### config.mk
export PLATFORM = sky130hd
export DESIGN_NAME = wab_word_aligner
export DESIGN_NICKNAME = d
export VERILOG_FILES = /design/src/wab_word_aligner.v
export VERILOG_INCLUDE_DIRS = /design/src
export SDC_FILE = /design/constraint.sdc
export NUM_CORES = 1
export LEC_CHECK = 0
export ABC_AREA = 1
export BUFFER_PORTS_ARGS = -buffer_cell sky130_fd_sc_hd__buf_4
export CORE_UTILIZATION = 60
export DETAILED_ROUTE_END_ITERATION = 10
export PLACE_DENSITY = 0.8
export SYNTH_ARGS = -nofsm -noshare
export SYNTH_HDL_FRONTEND = slang
export SYNTH_SLANG_ARGS = --single-unit
### constraint.sdc
create_clock -name clk_in -period 3.4 [get_ports clk_in]
set_clock_uncertainty 0.05 [all_clocks]
set_input_delay 0.17 -clock clk_in [delete_from_list [all_inputs] [get_ports clk_in]]
set_output_delay 0.17 -clock clk_in [all_outputs]
set_load 0.02 [all_outputs]
### src/wab_map.vh
// Constants for the word aligner and transmit bit slip block
`ifndef WAB_MAP_VH
`define WAB_MAP_VH
`define WAB_MODE_SLIP 2'h0
`define WAB_MODE_SYNC 2'h1
`define WAB_MODE_MANUAL 2'h2
`define WAB_ACQ_DEFAULT 9'h003
`define WAB_LOSE_DEFAULT 9'h003
`define WAB_GOOD_DEFAULT 9'h004
`define WAB_RUN_DEFAULT 6'h3F
`define WAB_PAT_DEFAULT 40'h000000017C
`define WAB_PLEN_DEFAULT 6'h0A
`define WAB_ST_LOSS 2'h0
`define WAB_ST_ACQ 2'h1
`define WAB_ST_LOCK 2'h2
`define WAB_ST_ERR 2'h3
`endif

### src/wab_word_aligner.v
// Receive word aligner with run length check and transmit bit slip
// What this block does
// Delay transmit data by selected slip bits
// Manual slip shifts boundary one bit
// Each slip drops the oldest bit
// Sync mode only for 8B/10B coded data
// Sync mode takes 10 or 20 bits
// Acquire and lose hysteresis like XAUI
// Cpri setting selects deterministic latency alignment
// Pattern align acts on rising edge
// Pattern length selectable, matched LSB first
// Lock after programmed count of patterns
// Lose sync after programmed error count
// Good code run decrements error counter
// Error count zero returns to lock
// Flag run of identical bits over limit
// Build options include or omit optional ports
// Synchronise requests, act once per edge
`timescale 1ns/1ns
`include "wab_map.vh"
module wab_word_aligner #(
  parameter W = 20,
  parameter HAS_PATTERN_ALIGN = 1,
  parameter HAS_SYNC_SIZE = 1,
  parameter HAS_SLIP = 1,
  parameter HAS_BOUNDARY = 1,
  parameter HAS_RUNLEN = 1,
  parameter [39:0] PATTERN = `WAB_PAT_DEFAULT,
  parameter [5:0] PATTERN_LEN = `WAB_PLEN_DEFAULT,
  parameter [8:0] ACQ_COUNT = `WAB_ACQ_DEFAULT,
  parameter [8:0] LOSE_COUNT = `WAB_LOSE_DEFAULT,
  parameter [8:0] GOOD_COUNT = `WAB_GOOD_DEFAULT,
  parameter [5:0] RUN_LIMIT = `WAB_RUN_DEFAULT
) (
  input wire clk_in,
  input wire resetn_in,
  input wire [1:0] mode_in,
  input wire cpri_mode_in,
  input wire wide_path_in,
  input wire [W-1:0] rx_data_in,
  input wire rx_code_err_in,
  input wire rx_disp_err_in,
  input wire rx_slip_request_input_in,
  input wire rx_pattern_align_port_in,
  input wire rx_sync_size_select_in,
  input wire [W-1:0] tx_data_in,
  input wire [4:0] tx_slip_amount_in,
  output reg [W-1:0] rx_data_out,
  output reg rx_sync_locked_out,
  output reg rx_pattern_found_out,
  output reg rx_det_latency_out,
  output reg [4:0] rx_boundary_position_out,
  output reg rx_runlen_violation_sig_out,
  output reg [W-1:0] tx_data_out
);
  localparam [4:0] WL = W - 1;
  reg [2*W-1:0] hist_q;
  reg [4:0] pos_q;
  reg [1:0] slip_sync_q;
  reg slip_prev_q;
  reg [1:0] pat_sync_q;
  reg pat_prev_q;
  reg hunt_q;
  reg [1:0] st_q;
  reg [8:0] cnt_q;
  reg [8:0] good_q;
  reg [8:0] err_q;
  reg [5:0] run_q;
  reg last_bit_q;
  reg [W-1:0] tx_prev_q;
  wire [2*W-1:0] hist_d = {rx_data_in, hist_q[2*W-1:W]};
  wire [W-1:0] word = hist_q[pos_q +: W];
  wire [2*W-1:0] tx_cat = {tx_data_in, tx_prev_q};
  // Optional inputs tie off when omitted
  wire slip_pin = (HAS_SLIP != 0) ? rx_slip_request_input_in : 1'b0;
  wire pat_pin = (HAS_PATTERN_ALIGN != 0) ? rx_pattern_align_port_in : 1'b0;
  wire size_sel = (HAS_SYNC_SIZE != 0) ? rx_sync_size_select_in : 1'b0;
  wire slip_rise = slip_sync_q[1] & ~slip_prev_q;
  wire pat_rise = pat_sync_q[1] & ~pat_prev_q;
  wire [39:0] pat_mask = (40'h1 << PATTERN_LEN) - 40'h1;
  wire [5:0] plen = (PATTERN_LEN > W) ? W[5:0] : PATTERN_LEN;
  // Narrow path ignores upper half unless size select is set; sync needs 10 or 20 bits
  wire [4:0] span = (wide_path_in || size_sel) ? WL : 5'h09;
  wire code_bad = rx_code_err_in | rx_disp_err_in;
  reg [4:0] match_pos;
  reg match_any;
  reg [5:0] run_d;
  reg bit_d;
  integer i;
  integer b;
  reg [4:0] pos_d;
  reg hunt_d;
  reg found_d;
  reg [1:0] st_d;
  reg [8:0] cnt_d;
  reg [8:0] good_d;
  reg [8:0] err_d;
  reg [W-1:0] txo_d;
  reg lock_d;
  reg runv_d;
  reg [4:0] bpos_d;
  reg dlat_d;
  // Pattern compared LSB first at every offset from 0 up to span
  always @* begin
    match_pos = 5'h00;
    match_any = 1'b0;
    for (i = W - 1; i >= 0; i = i - 1) begin
      if ((({{(40-W){1'b0}}, hist_d[i +: W]} ^ PATTERN) & pat_mask) == 40'h0
          && plen != 6'h0 && i[4:0] <= span) begin
        match_pos = i[4:0];
        match_any = 1'b1;
      end
    end
  end
  // Run length across the whole aligned word
  always @* begin
    run_d = run_q;
    bit_d = last_bit_q;
    for (b = 0; b < W; b = b + 1) begin
      if (word[b] == bit_d) begin
        if (run_d != 6'h3F) begin
          run_d = run_d + 6'h01;
        end
      end else begin
        run_d = 6'h01;
      end
      bit_d = word[b];
    end
  end
  // Boundary offset: slip, pattern hunt or sync search
  always @* begin
    pos_d = pos_q;
    hunt_d = hunt_q;
    found_d = 1'b0;
    // Offset grows so the oldest bit drops out
    if (mode_in == `WAB_MODE_SLIP && slip_rise) begin
      pos_d = (pos_q == WL) ? 5'h00 : pos_q + 5'h01;
    end
    // Edge arms a hunt; first match fixes the boundary
    if (mode_in == `WAB_MODE_MANUAL) begin
      if (pat_rise) begin
        hunt_d = 1'b1;
      end else if (hunt_q && match_any) begin
        hunt_d = 1'b0;
        pos_d = match_pos;
        found_d = 1'b1;
      end
    end else begin
      hunt_d = 1'b0;
    end
    // Sync search takes the first match, then only confirms it
    if (mode_in == `WAB_MODE_SYNC) begin
      if (st_q == `WAB_ST_LOSS && match_any) begin
        pos_d = match_pos;
        found_d = 1'b1;
      end else if (st_q == `WAB_ST_ACQ && !code_bad) begin
        if (match_any && match_pos == pos_q) begin
          found_d = 1'b1;
        end
      end
    end
  end
  // Sync state machine; caller must feed 8B/10B code status
  always @* begin
    st_d = st_q;
    cnt_d = cnt_q;
    good_d = good_q;
    err_d = err_q;
    if (mode_in != `WAB_MODE_SYNC) begin
      st_d = `WAB_ST_LOSS;
    end else begin
      case (st_q)
        `WAB_ST_LOSS: begin
          if (match_any) begin
            cnt_d = 9'h001;
            st_d = (ACQ_COUNT <= 9'h001) ? `WAB_ST_LOCK : `WAB_ST_ACQ;
          end
        end
        `WAB_ST_ACQ: begin
          // Any bad code restarts the hunt
          if (code_bad) begin
            st_d = `WAB_ST_LOSS;
          end else if (match_any && match_pos == pos_q) begin
            cnt_d = cnt_q + 9'h001;
            if (cnt_q + 9'h001 >= ACQ_COUNT) begin
              st_d = `WAB_ST_LOCK;
            end
          end
        end
        `WAB_ST_LOCK: begin
          if (code_bad) begin
            err_d = 9'h001;
            good_d = 9'h000;
            st_d = (LOSE_COUNT <= 9'h001) ? `WAB_ST_LOSS : `WAB_ST_ERR;
          end
        end
        `WAB_ST_ERR: begin
          // Good run restarts on every bad code
          if (code_bad) begin
            good_d = 9'h000;
            err_d = err_q + 9'h001;
            if (err_q + 9'h001 >= LOSE_COUNT) begin
              st_d = `WAB_ST_LOSS;
            end
          end else if (good_q + 9'h001 >= GOOD_COUNT) begin
            good_d = 9'h000;
            err_d = err_q - 9'h001;
            if (err_q == 9'h001) begin
              st_d = `WAB_ST_LOCK;
            end
          end else begin
            good_d = good_q + 9'h001;
          end
        end
        default: st_d = `WAB_ST_LOSS;
      endcase
    end
  end
  // Next values of the registered outputs
  always @* begin
    lock_d = (mode_in == `WAB_MODE_SYNC) &&
             (st_q == `WAB_ST_LOCK || st_q == `WAB_ST_ERR);
    dlat_d = (mode_in == `WAB_MODE_SYNC) && cpri_mode_in;
    bpos_d = 5'h00;
    if (HAS_BOUNDARY != 0) begin
      bpos_d = pos_q;
    end
    // Limit 0 flags any bit at all
    runv_d = (HAS_RUNLEN != 0) && (run_d > RUN_LIMIT);
    // Slip amount picks a window across two words
    txo_d = tx_cat[(W[5:0] - {1'b0, tx_slip_amount_in}) +: W];
  end
  // Pin synchronisers; only the second stage is read
  always @(posedge clk_in) begin
    if (!resetn_in) begin
      slip_sync_q <= 2'h0;
      slip_prev_q <= 1'b0;
      pat_sync_q <= 2'h0;
      pat_prev_q <= 1'b0;
    end else begin
      slip_sync_q <= {slip_sync_q[0], slip_pin};
      slip_prev_q <= slip_sync_q[1];
      pat_sync_q <= {pat_sync_q[0], pat_pin};
      pat_prev_q <= pat_sync_q[1];
    end
  end
  // Receive history and run length state
  always @(posedge clk_in) begin
    if (!resetn_in) begin
      hist_q <= {2*W{1'b0}};
      run_q <= 6'h00;
      last_bit_q <= 1'b0;
    end else begin
      hist_q <= hist_d;
      run_q <= run_d;
      last_bit_q <= word[W-1];
    end
  end
  // Previous transmit word for the slip window
  always @(posedge clk_in) begin
    if (!resetn_in) begin
      tx_prev_q <= {W{1'b0}};
    end else begin
      tx_prev_q <= tx_data_in;
    end
  end
  // Alignment and sync state
  always @(posedge clk_in) begin
    if (!resetn_in) begin
      pos_q <= 5'h00;
      hunt_q <= 1'b0;
      st_q <= `WAB_ST_LOSS;
      cnt_q <= 9'h000;
      good_q <= 9'h000;
      err_q <= 9'h000;
    end else begin
      pos_q <= pos_d;
      hunt_q <= hunt_d;
      st_q <= st_d;
      cnt_q <= cnt_d;
      good_q <= good_d;
      err_q <= err_d;
    end
  end
  // Every output straight from a flip-flop
  always @(posedge clk_in) begin
    if (!resetn_in) begin
      rx_data_out <= {W{1'b0}};
      rx_sync_locked_out <= 1'b0;
      rx_pattern_found_out <= 1'b0;
      rx_det_latency_out <= 1'b0;
      rx_boundary_position_out <= 5'h00;
      rx_runlen_violation_sig_out <= 1'b0;
      tx_data_out <= {W{1'b0}};
    end else begin
      rx_data_out <= word;
      rx_sync_locked_out <= lock_d;
      rx_pattern_found_out <= found_d;
      rx_det_latency_out <= dlat_d;
      rx_boundary_position_out <= bpos_d;
      rx_runlen_violation_sig_out <= runv_d;
      tx_data_out <= txo_d;
    end
  end
endmodule

# After elaboration in Yosys (flattened, before gate mapping)
# Index checks and enable logic that the tools add are counted.
[classes]
bitwise = 27
n_shift = 2
eq_ne = 58
reduce_logical = 61
addsub = 26
muxes = 119
n_lt_le_gt_ge = 24
[op_table]
columns = ["operator", "count"]
rows = [
  ["zero test 40 bit", 20],
  ["2-to-1 mux 6 bit", 40],
  ["2-to-1 mux 5 bit", 28],
  ["adder 6 x 1 -> 6 bit (second input constant)", 20],
  ["!= test 6 bit (second input constant)", 20],
  ["inverter 6 bit", 20],
  ["2-to-1 mux 9 bit", 9],
  ["one-hot mux 9 bit (2 select lines)", 3],
  ["less-or-equal comparator 4 x 5 -> 1 bit (first input constant)", 8],
  ["indexed part select 40 x 6 -> 20 bit", 1],
  ["indexed part select 40 x 7 -> 20 bit", 1],
  ["2-to-1 mux 1 bit", 29],
  ["adder 9 x 1 -> 9 bit (second input constant)", 3],
  ["logical AND 1 bit", 27],
  ["equality test 1 bit", 20],
  ["less-or-equal comparator 3 x 5 -> 1 bit (first input constant)", 4],
  ["less-or-equal comparator 5 bit (first input constant)", 4],
  [">= comparator 9 x 2 -> 1 bit (second input constant)", 2],
  ["2-to-1 mux 2 bit", 9],
  ["less-or-equal comparator 1 x 5 -> 1 bit (first input constant)", 2],
  ["less-or-equal comparator 2 x 5 -> 1 bit (first input constant)", 2],
  ["equality test 9 x 1 -> 1 bit (second input constant)", 1],
  [">= comparator 9 x 3 -> 1 bit (second input constant)", 1],
  ["!= test 3 bit (second input constant)", 3],
  ["25 further kinds", 40],
]
[word_totals]
output_inout_bits = 49
register_bits = 157
inputBits = 56
word_cells = 338

# Depth between registers and ports, before layout
# Gate-level depths: netlist of the first run.
[depth]
ltp_word = 61
mapped_depth = 23
mapped_depth_nobuf = 23

# Worst setup path before layout of the first run
# No wires, ideal clock.
[synth_timing]
path_type = "register -> register"
start = "register hist_q[33]"
end = "register cnt_q[4]"
path_stages_with_launch = 20
synth_period_minus_slack_ps = 2956
path_slack_ps = 444
arrival_time_ps = 2789
setup_ps = 116
n_path_buf = 2
t_required_ps = 3234
path_cell_list = "dfxtp_1 > clkbuf_1 > nor3_1 > and3_1 > nor4_1 > nand2_1 > inv_1 > nand2_1 > nor2_1 > o21ai_0 > a211oi_1 > o21ai_0 > a21oi_1 > nand3_1 > nand2_1 > nand2_1 > inv_1 > clkbuf_1 > o21ai_0 > o211a_1"
[synth_between]
elab_chain_cells = 20
[synth_lines]
columns = ["item", "line_no", "rtl"]
rows = [
  ["start: declaration", "wab_word_aligner.v:57", "reg [2*W-1:0] hist_q;"],
  ["start signal: assignment", "wab_word_aligner.v:250", "hist_q <= {2*W{1'b0}};"],
  ["start signal: assignment", "wab_word_aligner.v:254", "hist_q <= hist_d;"],
  ["zero test 40 bit", "wab_word_aligner.v:108", "if ((({{(40-W){1'b0}}, hist_d[i +: W]} ^ PATTERN) & pat_mask) == 40'h0"],
  ["logical AND 1 bit", "wab_word_aligner.v:109", "&& plen != 6'h0 && i[4:0] <= span) begin"],
  ["2-to-1 mux 5 bit (14 in series)", "wab_word_aligner.v:108", ""],
  ["equality test 5 bit", "wab_word_aligner.v:183", "end else if (match_any && match_pos == pos_q) begin"],
  ["logical AND 1 bit", "wab_word_aligner.v:183", ""],
  ["!= test 2 x 1 -> 1 bit (no line)", "n/a", ""],
  ["AND reduction 5 bit (no line) *", "n/a", ""],
  ["end signal: assignment", "wab_word_aligner.v:280", "cnt_q <= cnt_d;"],
  ["end: declaration", "wab_word_aligner.v:65", "reg [8:0] cnt_q;"],
]
# Mark *: on every way between the ends. The rest lies on a longest branch, timed or not.
# A chain may end at the register's enable or synchronous reset.

# Worst setup path after layout of the first run
[layout_timing]
start = "register hist_q[37]"
end = "register cnt_q[7]"
[layout_between]
elab_chain_cells = 24
[layout_lines]
columns = ["item", "line_no"]
rows = [
  ["zero test 40 bit", "wab_word_aligner.v:108"],
  ["logical AND 1 bit", "wab_word_aligner.v:109"],
  ["2-to-1 mux 5 bit (18 in series)", "wab_word_aligner.v:108"],
  ["equality test 5 bit", "wab_word_aligner.v:183"],
  ["logical AND 1 bit", "wab_word_aligner.v:183"],
  ["!= test 2 x 1 -> 1 bit (no line)", "n/a"],
  ["AND reduction 5 bit (no line) *", "n/a"],
]
# Marks and branches as above.

==> metrics.log, run 1 <==
INFO  metric worst-endpoint-required = 3.73 ns
INFO  metric power.ir.vdd_worst = 0.341 mV
INFO  metric critPathKind = flip-flop to flip-flop
INFO  metric power-per-cell-area = a little under 400 mW/mm²
INFO  metric largest_net_degree_at_the_start_of_global_routing = 91
INFO  metric global_route.peak_usage_layer = met2
INFO  metric avgRoutedWirePerCell = ~15 µm
INFO  metric status = finished, final reports clean
INFO  metric floorplan.initialDensity = 61.2%
INFO  metric period_needed = 3.17 ns
INFO  metric ys_ff_latch = 150
INFO  metric insertion_delay = 0.43 ns
INFO  metric grt.total_usage = about a third
INFO  metric buffer_ports.inserted = between 100 and 150
INFO  metric global_route.usage.met3 = between 7 and 8%
INFO  metric detail-route-antenna-nets = 0
INFO  metric via_count_of_the_first_global_routing_pass = 9,391
INFO  metric postSynthNetCount = about 1,600
INFO  metric ys_async_sr_fraction = 0%
INFO  metric mean_area_per_synthesized_cell = 6.38 µm²
INFO  metric first_pass_iters = 6
INFO  metric detailed_route_vias_per_instance = 5.58
INFO  metric setup_tns = 0 ns
INFO  metric yosysSeqAreaShare = a little under a third
INFO  metric placed_cell_area = ~0.010 mm²
INFO  metric leakage = 5.64 nW
INFO  metric net_count_of_the_finished_layout = ~1,700
INFO  metric hold_viol = 0
INFO  metric final-setup-viol-count = 0
INFO  metric slew_viol_final = 0
INFO  metric max-clock-path-buffers = 2
INFO  metric grtUsageMet1 = 45.7%
INFO  metric global_route.usage.met2 = 54.4%
INFO  metric tritoncts = done
INFO  metric n_antenna_cell = 0
INFO  metric finalWirelength = 27,900 µm
INFO  metric grt_first_pass_wirelength = 45,200 µm
INFO  metric fillerInstances = 1,361
INFO  metric period_share = slightly above 90%
INFO  metric ys_dominant_reg_cell = dfxtp_1
INFO  metric rows = 46
INFO  metric cts_max_level = 4
INFO  metric synthDistinctLibCells = 58
INFO  metric max_clock_freq = 0.316 GHz
INFO  metric hp-class = input pin to flip-flop
INFO  metric worst_slew_pin_slew = 0.932 ns
INFO  metric ios = 105
INFO  metric worst-path-max-fanout = 7
INFO  metric relSlewSlack = a little under two fifths
INFO  metric post-route-cell-area = approximately 0.012 mm²
INFO  metric area.growth.synth_to_final = 19.1%
INFO  metric yosys_warnings = 0
INFO  metric remaining_drc_errors = 0
INFO  metric cts_buffers = 17
INFO  metric die-height = 129 µm
INFO  metric routability_congestion = 0.973
INFO  metric clk_pin_slew_worst_paths = 0.07 ns
INFO  metric hpwlAfterDp = between 15,000 and 20,000 µm
INFO  metric dieArea = about 0.017 mm²
INFO  metric drv.max_cap_violation_count = 0
INFO  metric detail_route.iter0.violations = about 1,300
INFO  metric critical_path.startpoint_type = flip-flop
INFO  metric cts-root-buf = clkbuf_16
INFO  metric route.vias.total = 10,356
INFO  metric initial_antenna_violation_count = 0
INFO  metric syn_inst = 1,517
INFO  metric post_route_cells_drive_above_1_share = 12.9%
INFO  metric timing.critical_path.arrival = 3.50 ns
INFO  metric synth.cell_area = 0.00969 mm²
INFO  metric synth-edff-count = 0
INFO  metric critical_path.endpoint_type = flip-flop
INFO  metric cts_setup_buffers = 0
INFO  metric dieWidth = 129 µm
INFO  metric core_area = 0.0158 mm²
INFO  metric clock_sink_count = 150
INFO  metric gr-total-overflow = 0
==> logic make-up after synthesis <==
kind of cell	count (synthesis)	synth area share, %
flops	150	31.0
simple gates	714	31.7
compound gates	292	17.4
fa+ha+maj	10	1.29
xor+xnor	23	2.08
other cells	1	0.0387
mux	29	3.00
buf+inv	298	13.5
==> Yosys cell counts (17+ instances only) <==
cell | number | area, µm²
nand2_1 | 404 | 1520
inv_1 | 205 | 769
dfxtp_1 | 150 | 3000
o21ai_0 | 139 | 696
nand3_1 | 106 | 531
nor2_1 | 98 | 368
a21oi_1 | 64 | 320
clkbuf_1 | 53 | 199
nor3_1 | 36 | 180
mux2i_1 | 29 | 290
xor2_1 | 19 | 166
nand4_1 | 17 | 106
nor4_1 | 17 | 106
==> sequential cells by signal, summed over array words and instances, names as in the netlist, 2 cells and up, named ones only <==
signal and count:
bpos_d 5, cnt_q 9, err_q 9, good_q 9, hist_q 40, pat_sync_q 2, rx_boundary_position_out 5, rx_data_out 19
slip_sync_q 2, tx_data_out 20, tx_prev_q 20
==> area by class of cell <==
cell class	count	area [µm²]	area share, %
timing repair inverter	1	7.51	0.0651
inverter	213	816	7.07
multi-input combinational	1069	5440	47.2
clock buffer	18	439	3.81
sequential	150	3010	26.1
clock inverter	14	131	1.14
timing repair buffer	174	1420	12.3
tap	216	270	2.34
==> critical path, stage by stage (launching register included) <==
cell,delay (ns)
dfxtp_1,0.45
inv_1,0.12
nor3_1,0.35
inv_1,0.14
nor4_4,0.22
nor4_1,0.08
nand2_1,0.07
a21boi_0,0.08
o21ai_0,0.15
a21oi_1,0.09
o21bai_1,0.14
a21oi_1,0.09
nor2_1,0.14
nand2_1,0.07
nand3_1,0.12
nand2_1,0.08
nand2_2,0.18
clkinvlp_4,0.19
o21ai_0,0.13
o211a_1,0.18
==> report_power, final <==
part,internal [mW],total [mW],switching (mW),leakage [nW]
sequential,1.83,1.88,0.0509,1.23
clock,0.989,1.84,0.851,0.283
combinational,0.312,0.835,0.523,4.13
total,3.13,4.56,1.42,5.64
==> timing repair <==
| item | CTS | global route |
|---|---|---|
| endpoints found under the hold margin | 44 | 0 |
| hold buffers | 44 | 0 |
| setup endpoints to repair | 0 | 10 |
| resized for setup | 0 | 15 |
==> final timing paths <==
check / cells after the start / startpoint / end / slack (ns)
setup / recovery: 19 / hist_q[37]$_SDFF_PN0_ / cnt_q[7]$_SDFFE_PN0P_ / 0.23
hold reg to reg: 2 / slip_sync_q[0]$_SDFF_PN0_ / slip_sync_q[1]$_SDFF_PN0_ / 0.36
setup reg to reg: 19 / hist_q[37]$_SDFF_PN0_ / cnt_q[7]$_SDFFE_PN0P_ / 0.23
hold / removal: 5 / mode_in[1] / hunt_q$_SDFFE_PN0P_ / 0.02
==> routing by layer <==
metal / wire length, µm / vias to the layer above
met3: 2220 / 92
met5: 0 / -
met1: 12200 / 4615
met4: 941 / 0
met2: 12500 / 494
li1: - / 5155
==> through the flow <==
stage	worst slack (ns)	total power, mW	hold WS (ns)	utilization, %	cells
6_report	0.232	4.56	0.0193	72.9	1855
4_1_cts	0.0292	4.54	0.0119	72.4	1854
3_3_place_gp	0.175	2.68	0.301	66.0	1778
2_1_floorplan	0.444	2.43	0.213	-	1517
5_1_grt	-0.0544	4.75	0.0437	72.9	1855
3_5_place_dp	0.0877	2.69	0.305	66.0	1778
==> cell usage in the layout, fill, tap and decap left out, drive strengths merged, types with 3 or more instances in the layout <==
| master | n |
|---|---|
| a2111oi | 4 |
| a211oi | 9 |
| a21oi | 64 |
| a221oi | 11 |
| a22o | 3 |
| a22oi | 4 |
| a31oi | 8 |
| buf | 130 |
| clkbuf | 18 |
| clkinv | 6 |
| clkinvlp | 3 |
| dfxtp | 150 |
| dlygate4sd3 | 44 |
| ha | 10 |
| inv | 219 |
| mux2i | 29 |
| nand2 | 416 |
| nand3 | 112 |
| nand3b | 5 |
| nand4 | 17 |
| nor2 | 99 |
| nor3 | 36 |
| nor4 | 17 |
| o211a | 3 |
| o211ai | 15 |
| o21a | 3 |
| o21ai | 153 |
| o21bai | 4 |
| o221ai | 3 |
| o22ai | 4 |
| or2 | 6 |
| xnor2 | 4 |
| xor2 | 19 |
(Power assumes the default switching activity.)
==> inputs of run 2 (changes only) <==
ABC_AREA = 0   (was 1)
CORE_UTILIZATION = 32   (was 60)
PLACE_DENSITY = 0.48   (was 0.8)
RECOVER_POWER = 50   (was not set)
==> run 2 against run 1 <==
The run now ends with setup timing left. Clock-buffer cell count stayed put. Critical path depth is 5 lower. Total power is 2.0% higher. Fmax is 14% lower. Synthesized cell count is 25% lower. Clock power hardly changed. Wire length is 7.3% higher. Global-route usage is 15 points lower. Synthesized area is 0.57% higher. Final cell count is 8.7% lower. Register-to-register slack worse by 0.53 ns. Critical endpoint is now cnt_q[1]$_SDFFE_PN0P_. Largest cell class unchanged. Highest routed layer unchanged.
==> metrics.log, run 2 <==
INFO  metric buffer_ports.inserted = approximately 100
INFO  metric worst-endpoint-required = 3.72 ns
INFO  metric failing_checks = setup timing
INFO  metric ys_async_sr_fraction = 0%
INFO  metric period_share = 109%
INFO  metric synthTopCellsByCount = dfxtp_1, nor2_1, nand2_1
INFO  metric routability_congestion = 0.878
INFO  metric n_antenna_cell = 0
INFO  metric synth.largest_area_cell = dfxtp_1
INFO  metric status = complete, but fails checks
INFO  metric bufs_and_invs_on_worst_path = 2
INFO  metric area.growth.synth_to_final = 25.9%
INFO  metric dieArea = 0.0311 mm²
INFO  metric leakage = just under 5 nW
INFO  metric placed_cells = 1,611
INFO  metric grt.total_usage = 19.6%
INFO  metric largest_registers_ranked_by_flip_flop_count = hist_q: 40 flops, tx_data_out: 20 flops, tx_prev_q: 20 flops
INFO  metric detail-route-antenna-nets = 0
INFO  metric clock_sink_count = 150
INFO  metric max-clock-path-buffers = 2
INFO  metric post_route_cells_drive_above_1_share = 22.9%
INFO  metric route.vias.total = 9,034
INFO  metric yosys_warnings = 0
INFO  metric final_common_cell = buf_4
INFO  metric placed_cell_area = 0.0112 mm²
INFO  metric place_worst_setup_slack = -0.417 ns
INFO  metric critical_path.most_common_cell = or3_4
INFO  metric synth.cell_area = around 0.0097 mm²
INFO  metric initial_antenna_violation_count = 0
INFO  metric slew_viol_final = 0
INFO  metric timing.critical_path.slowest_stage_cell = a2111o_1
INFO  metric rows = 63
INFO  metric worst_slew_pin_slew = 1.04 ns
INFO  metric yosys.cell_count.top_type = dfxtp_1
INFO  metric synth-edff-count = 0
INFO  metric largest_net_degree_at_the_start_of_global_routing = 81
INFO  metric largest_reg_flops = 40
INFO  metric hpwlAfterDp = between 20,000 and 25,000 µm
INFO  metric critPathKind = flip-flop to flip-flop
INFO  metric mostFrequentLayoutCells = buf_4, dfxtp_1, nor2_1
INFO  metric tritoncts = done
INFO  metric via_count_of_the_first_global_routing_pass = approximately 8,400
INFO  metric stage_delay_of_the_slowest_cell_on_the_critical_path = ~0.50 ns
INFO  metric first_pass_iters = 5
INFO  metric max_clock_freq = 0.270 GHz
INFO  metric cts_buffers = 17
INFO  metric final_critical_path_setup_slack = -0.301 ns
INFO  metric ios = 105
INFO  metric floorplan.initialDensity = 32.7%
INFO  metric finalWirelength = 29,900 µm
INFO  metric power.ir.vdd_worst = 0.336 mV
INFO  metric detail_route.iter0.violations = 690
INFO  metric timing.critical_path.arrival = about 4.0 ns
INFO  metric share_of_the_synthesized_area_in_the_top_cell_type = 30.8%
INFO  metric ys_ff_latch = 150
INFO  metric power-per-cell-area = 379 mW/mm²
INFO  metric remaining_drc_errors = 0
INFO  metric ys_dominant_reg_cell = dfxtp_1
INFO  metric dieWidth = 176 µm
INFO  metric cts_max_level = 4
INFO  metric insertion_delay = approximately 0.43 ns
INFO  metric hp-class = input pin to flip-flop
INFO  metric drv.max_cap_violation_count = 0
INFO  metric fin_cells = 1,694
INFO  metric cts-root-buf = clkbuf_16
INFO  metric top_register = hist_q
INFO  metric path_delay_family = simple AND/OR/NAND/NOR gates
INFO  metric avgRoutedWirePerCell = about 18 µm
INFO  metric relSlewSlack = 30.1%
INFO  metric synth.area.top_cells = dfxtp_1, mux4_2, mux2i_1
INFO  metric die-height = approximately 180 µm
INFO  metric net_count_of_the_finished_layout = 1,358
INFO  metric post-route-cell-area = 0.0123 mm²
INFO  metric detailed_route_vias_per_instance = 5.33
INFO  metric synthDistinctLibCells = 70
INFO  metric grt_setup_unrepaired = true
INFO  metric syn_inst = approximately 1,100
INFO  metric mean_area_per_synthesized_cell = 8.56 µm²
INFO  metric critical_path.startpoint_type = flip-flop
INFO  metric final-setup-viol-count = 11
INFO  metric crit_path_cell_trace = buf_4 > clkbuf_1 > nand4b_1 > nor4b_1 > or3_4 > or3_4 > nor3_4 > a31oi_1 > o22ai_1 > nand4_1 > nand2b_4 > a2111o_1 > or3_1 > a21oi_2
INFO  metric period_needed = 3.70 ns
INFO  metric fillerInstances = 3,087
INFO  metric area.sequential = 0.00301 mm²
INFO  metric reg2reg_setup_slack = -0.30 ns
INFO  metric yosysSeqAreaShare = ~30%
INFO  metric worst-path-max-fanout = 7
INFO  metric postSynthNetCount = 1,204
INFO  metric gr-total-overflow = 0
INFO  metric hold_viol = 0
INFO  metric clk_pin_slew_worst_paths = 0.07 ns
INFO  metric critical_path.endpoint_type = flip-flop
INFO  metric grt_first_pass_wirelength = 47,800 µm
INFO  metric multiInputGateArea = 0.00639 mm²
INFO  metric core_area = 0.0298 mm²
## run 2: cell types whose count changed after synthesis, sizes merged, moves of 15 or more
cell | previous run | this run
a211oi | 9 | 29
and2 | 1 | 71
and3 | 2 | 17
inv | 210 | 10
mux2 | 0 | 20
mux2i | 29 | 70
mux4 | 0 | 52
nand2 | 416 | 114
nand2b | 1 | 17
nand3 | 112 | 23
nor2 | 99 | 143
nor3 | 36 | 16
o21ai | 153 | 46
## run 2: tightest hold or removal path, cell delays in order
cell and delay [ns]:
buf_4 0.10, buf_12 0.09, and2_0 0.12
## run 2: timing repair
item                       in CTS  in global routing
hold endpoints to repair       42                  0
pin swaps                      13                 17
setup endpoints to repair      11                 13
hold buffers                   42                  0
buffers inserted                8                  2
gates resized for setup        13                 15
## run 2: layout make-up
| type | count | area share, % |
|---|---|---|
| multi-input cells | 880 | 52.2 |
| repair buffers | 231 | 14.4 |
| clock inverters | 13 | 0.949 |
| clock buffers | 18 | 3.58 |
| inverters | 12 | 0.367 |
| well taps | 390 | 3.98 |
| flip-flops and latches | 150 | 24.5 |
## run 2: cells by family (layout without fill, tap and decap cells)
group / after synthesis / in the layout / synth area share (%)
flip-flops: 150 / 150 / 30.8
buffers and inverters: 108 / 274 / 4.66
AO/OA/AOI/OAI: 218 / 218 / 14.5
AND/OR/NAND/NOR: 492 / 492 / 25.5
adder cells (fa/ha/maj): 10 / 10 / 1.28
other: 1 / 1 / 0.0385
multiplexers: 142 / 142 / 21.6
XOR/XNOR: 17 / 17 / 1.53
## run 2: worst paths after layout
check | startpoint | endpoint | cells after the start
worst max register to register | hist_q[39]$_SDFF_PN0_ | cnt_q[1]$_SDFFE_PN0P_ | 14
worst max-delay path | hist_q[39]$_SDFF_PN0_ | cnt_q[1]$_SDFFE_PN0P_ | 14
worst min-delay path | rx_data_in[2] | hist_q[22]$_SDFF_PN0_ | 3
worst min register to register | slip_sync_q[0]$_SDFF_PN0_ | slip_sync_q[1]$_SDFF_PN0_ | 1
## run 2: report_power, final
| group | total [mW] | switching, mW | internal (mW) |
|---|---|---|---|
| clock network | 1.82 | 0.842 | 0.977 |
| logic | 0.946 | 0.517 | 0.430 |
| registers | 1.88 | 0.0500 | 1.83 |
## run 2: layer usage
metal / up-vias / global-route usage [%] / part of all wire, %
met4: 0 / 4.71 / 1.0
met1: 4323 / 29.7 / 50
met3: 26 / 2.86 / 5.1
met5: - / 0 / 0
met2: 258 / 28.9 / 44
li1: 4427 / - / -
## run 2: per-stage QoR
step | power, mW | hold slack [ns] | util [%] | TNS [ns]
finish | 4.65 | 0.0426 | 41.1 | -2.69
global route | 4.87 | 0.0607 | 41.1 | -5.05
CTS | 4.71 | 0.0172 | 41.3 | -1.29
detailed placement | 2.84 | 0.331 | 37.7 | -3.85
global placement | 2.84 | 0.337 | 37.7 | -2.74
floorplan | 2.49 | 0.242 | - | 0
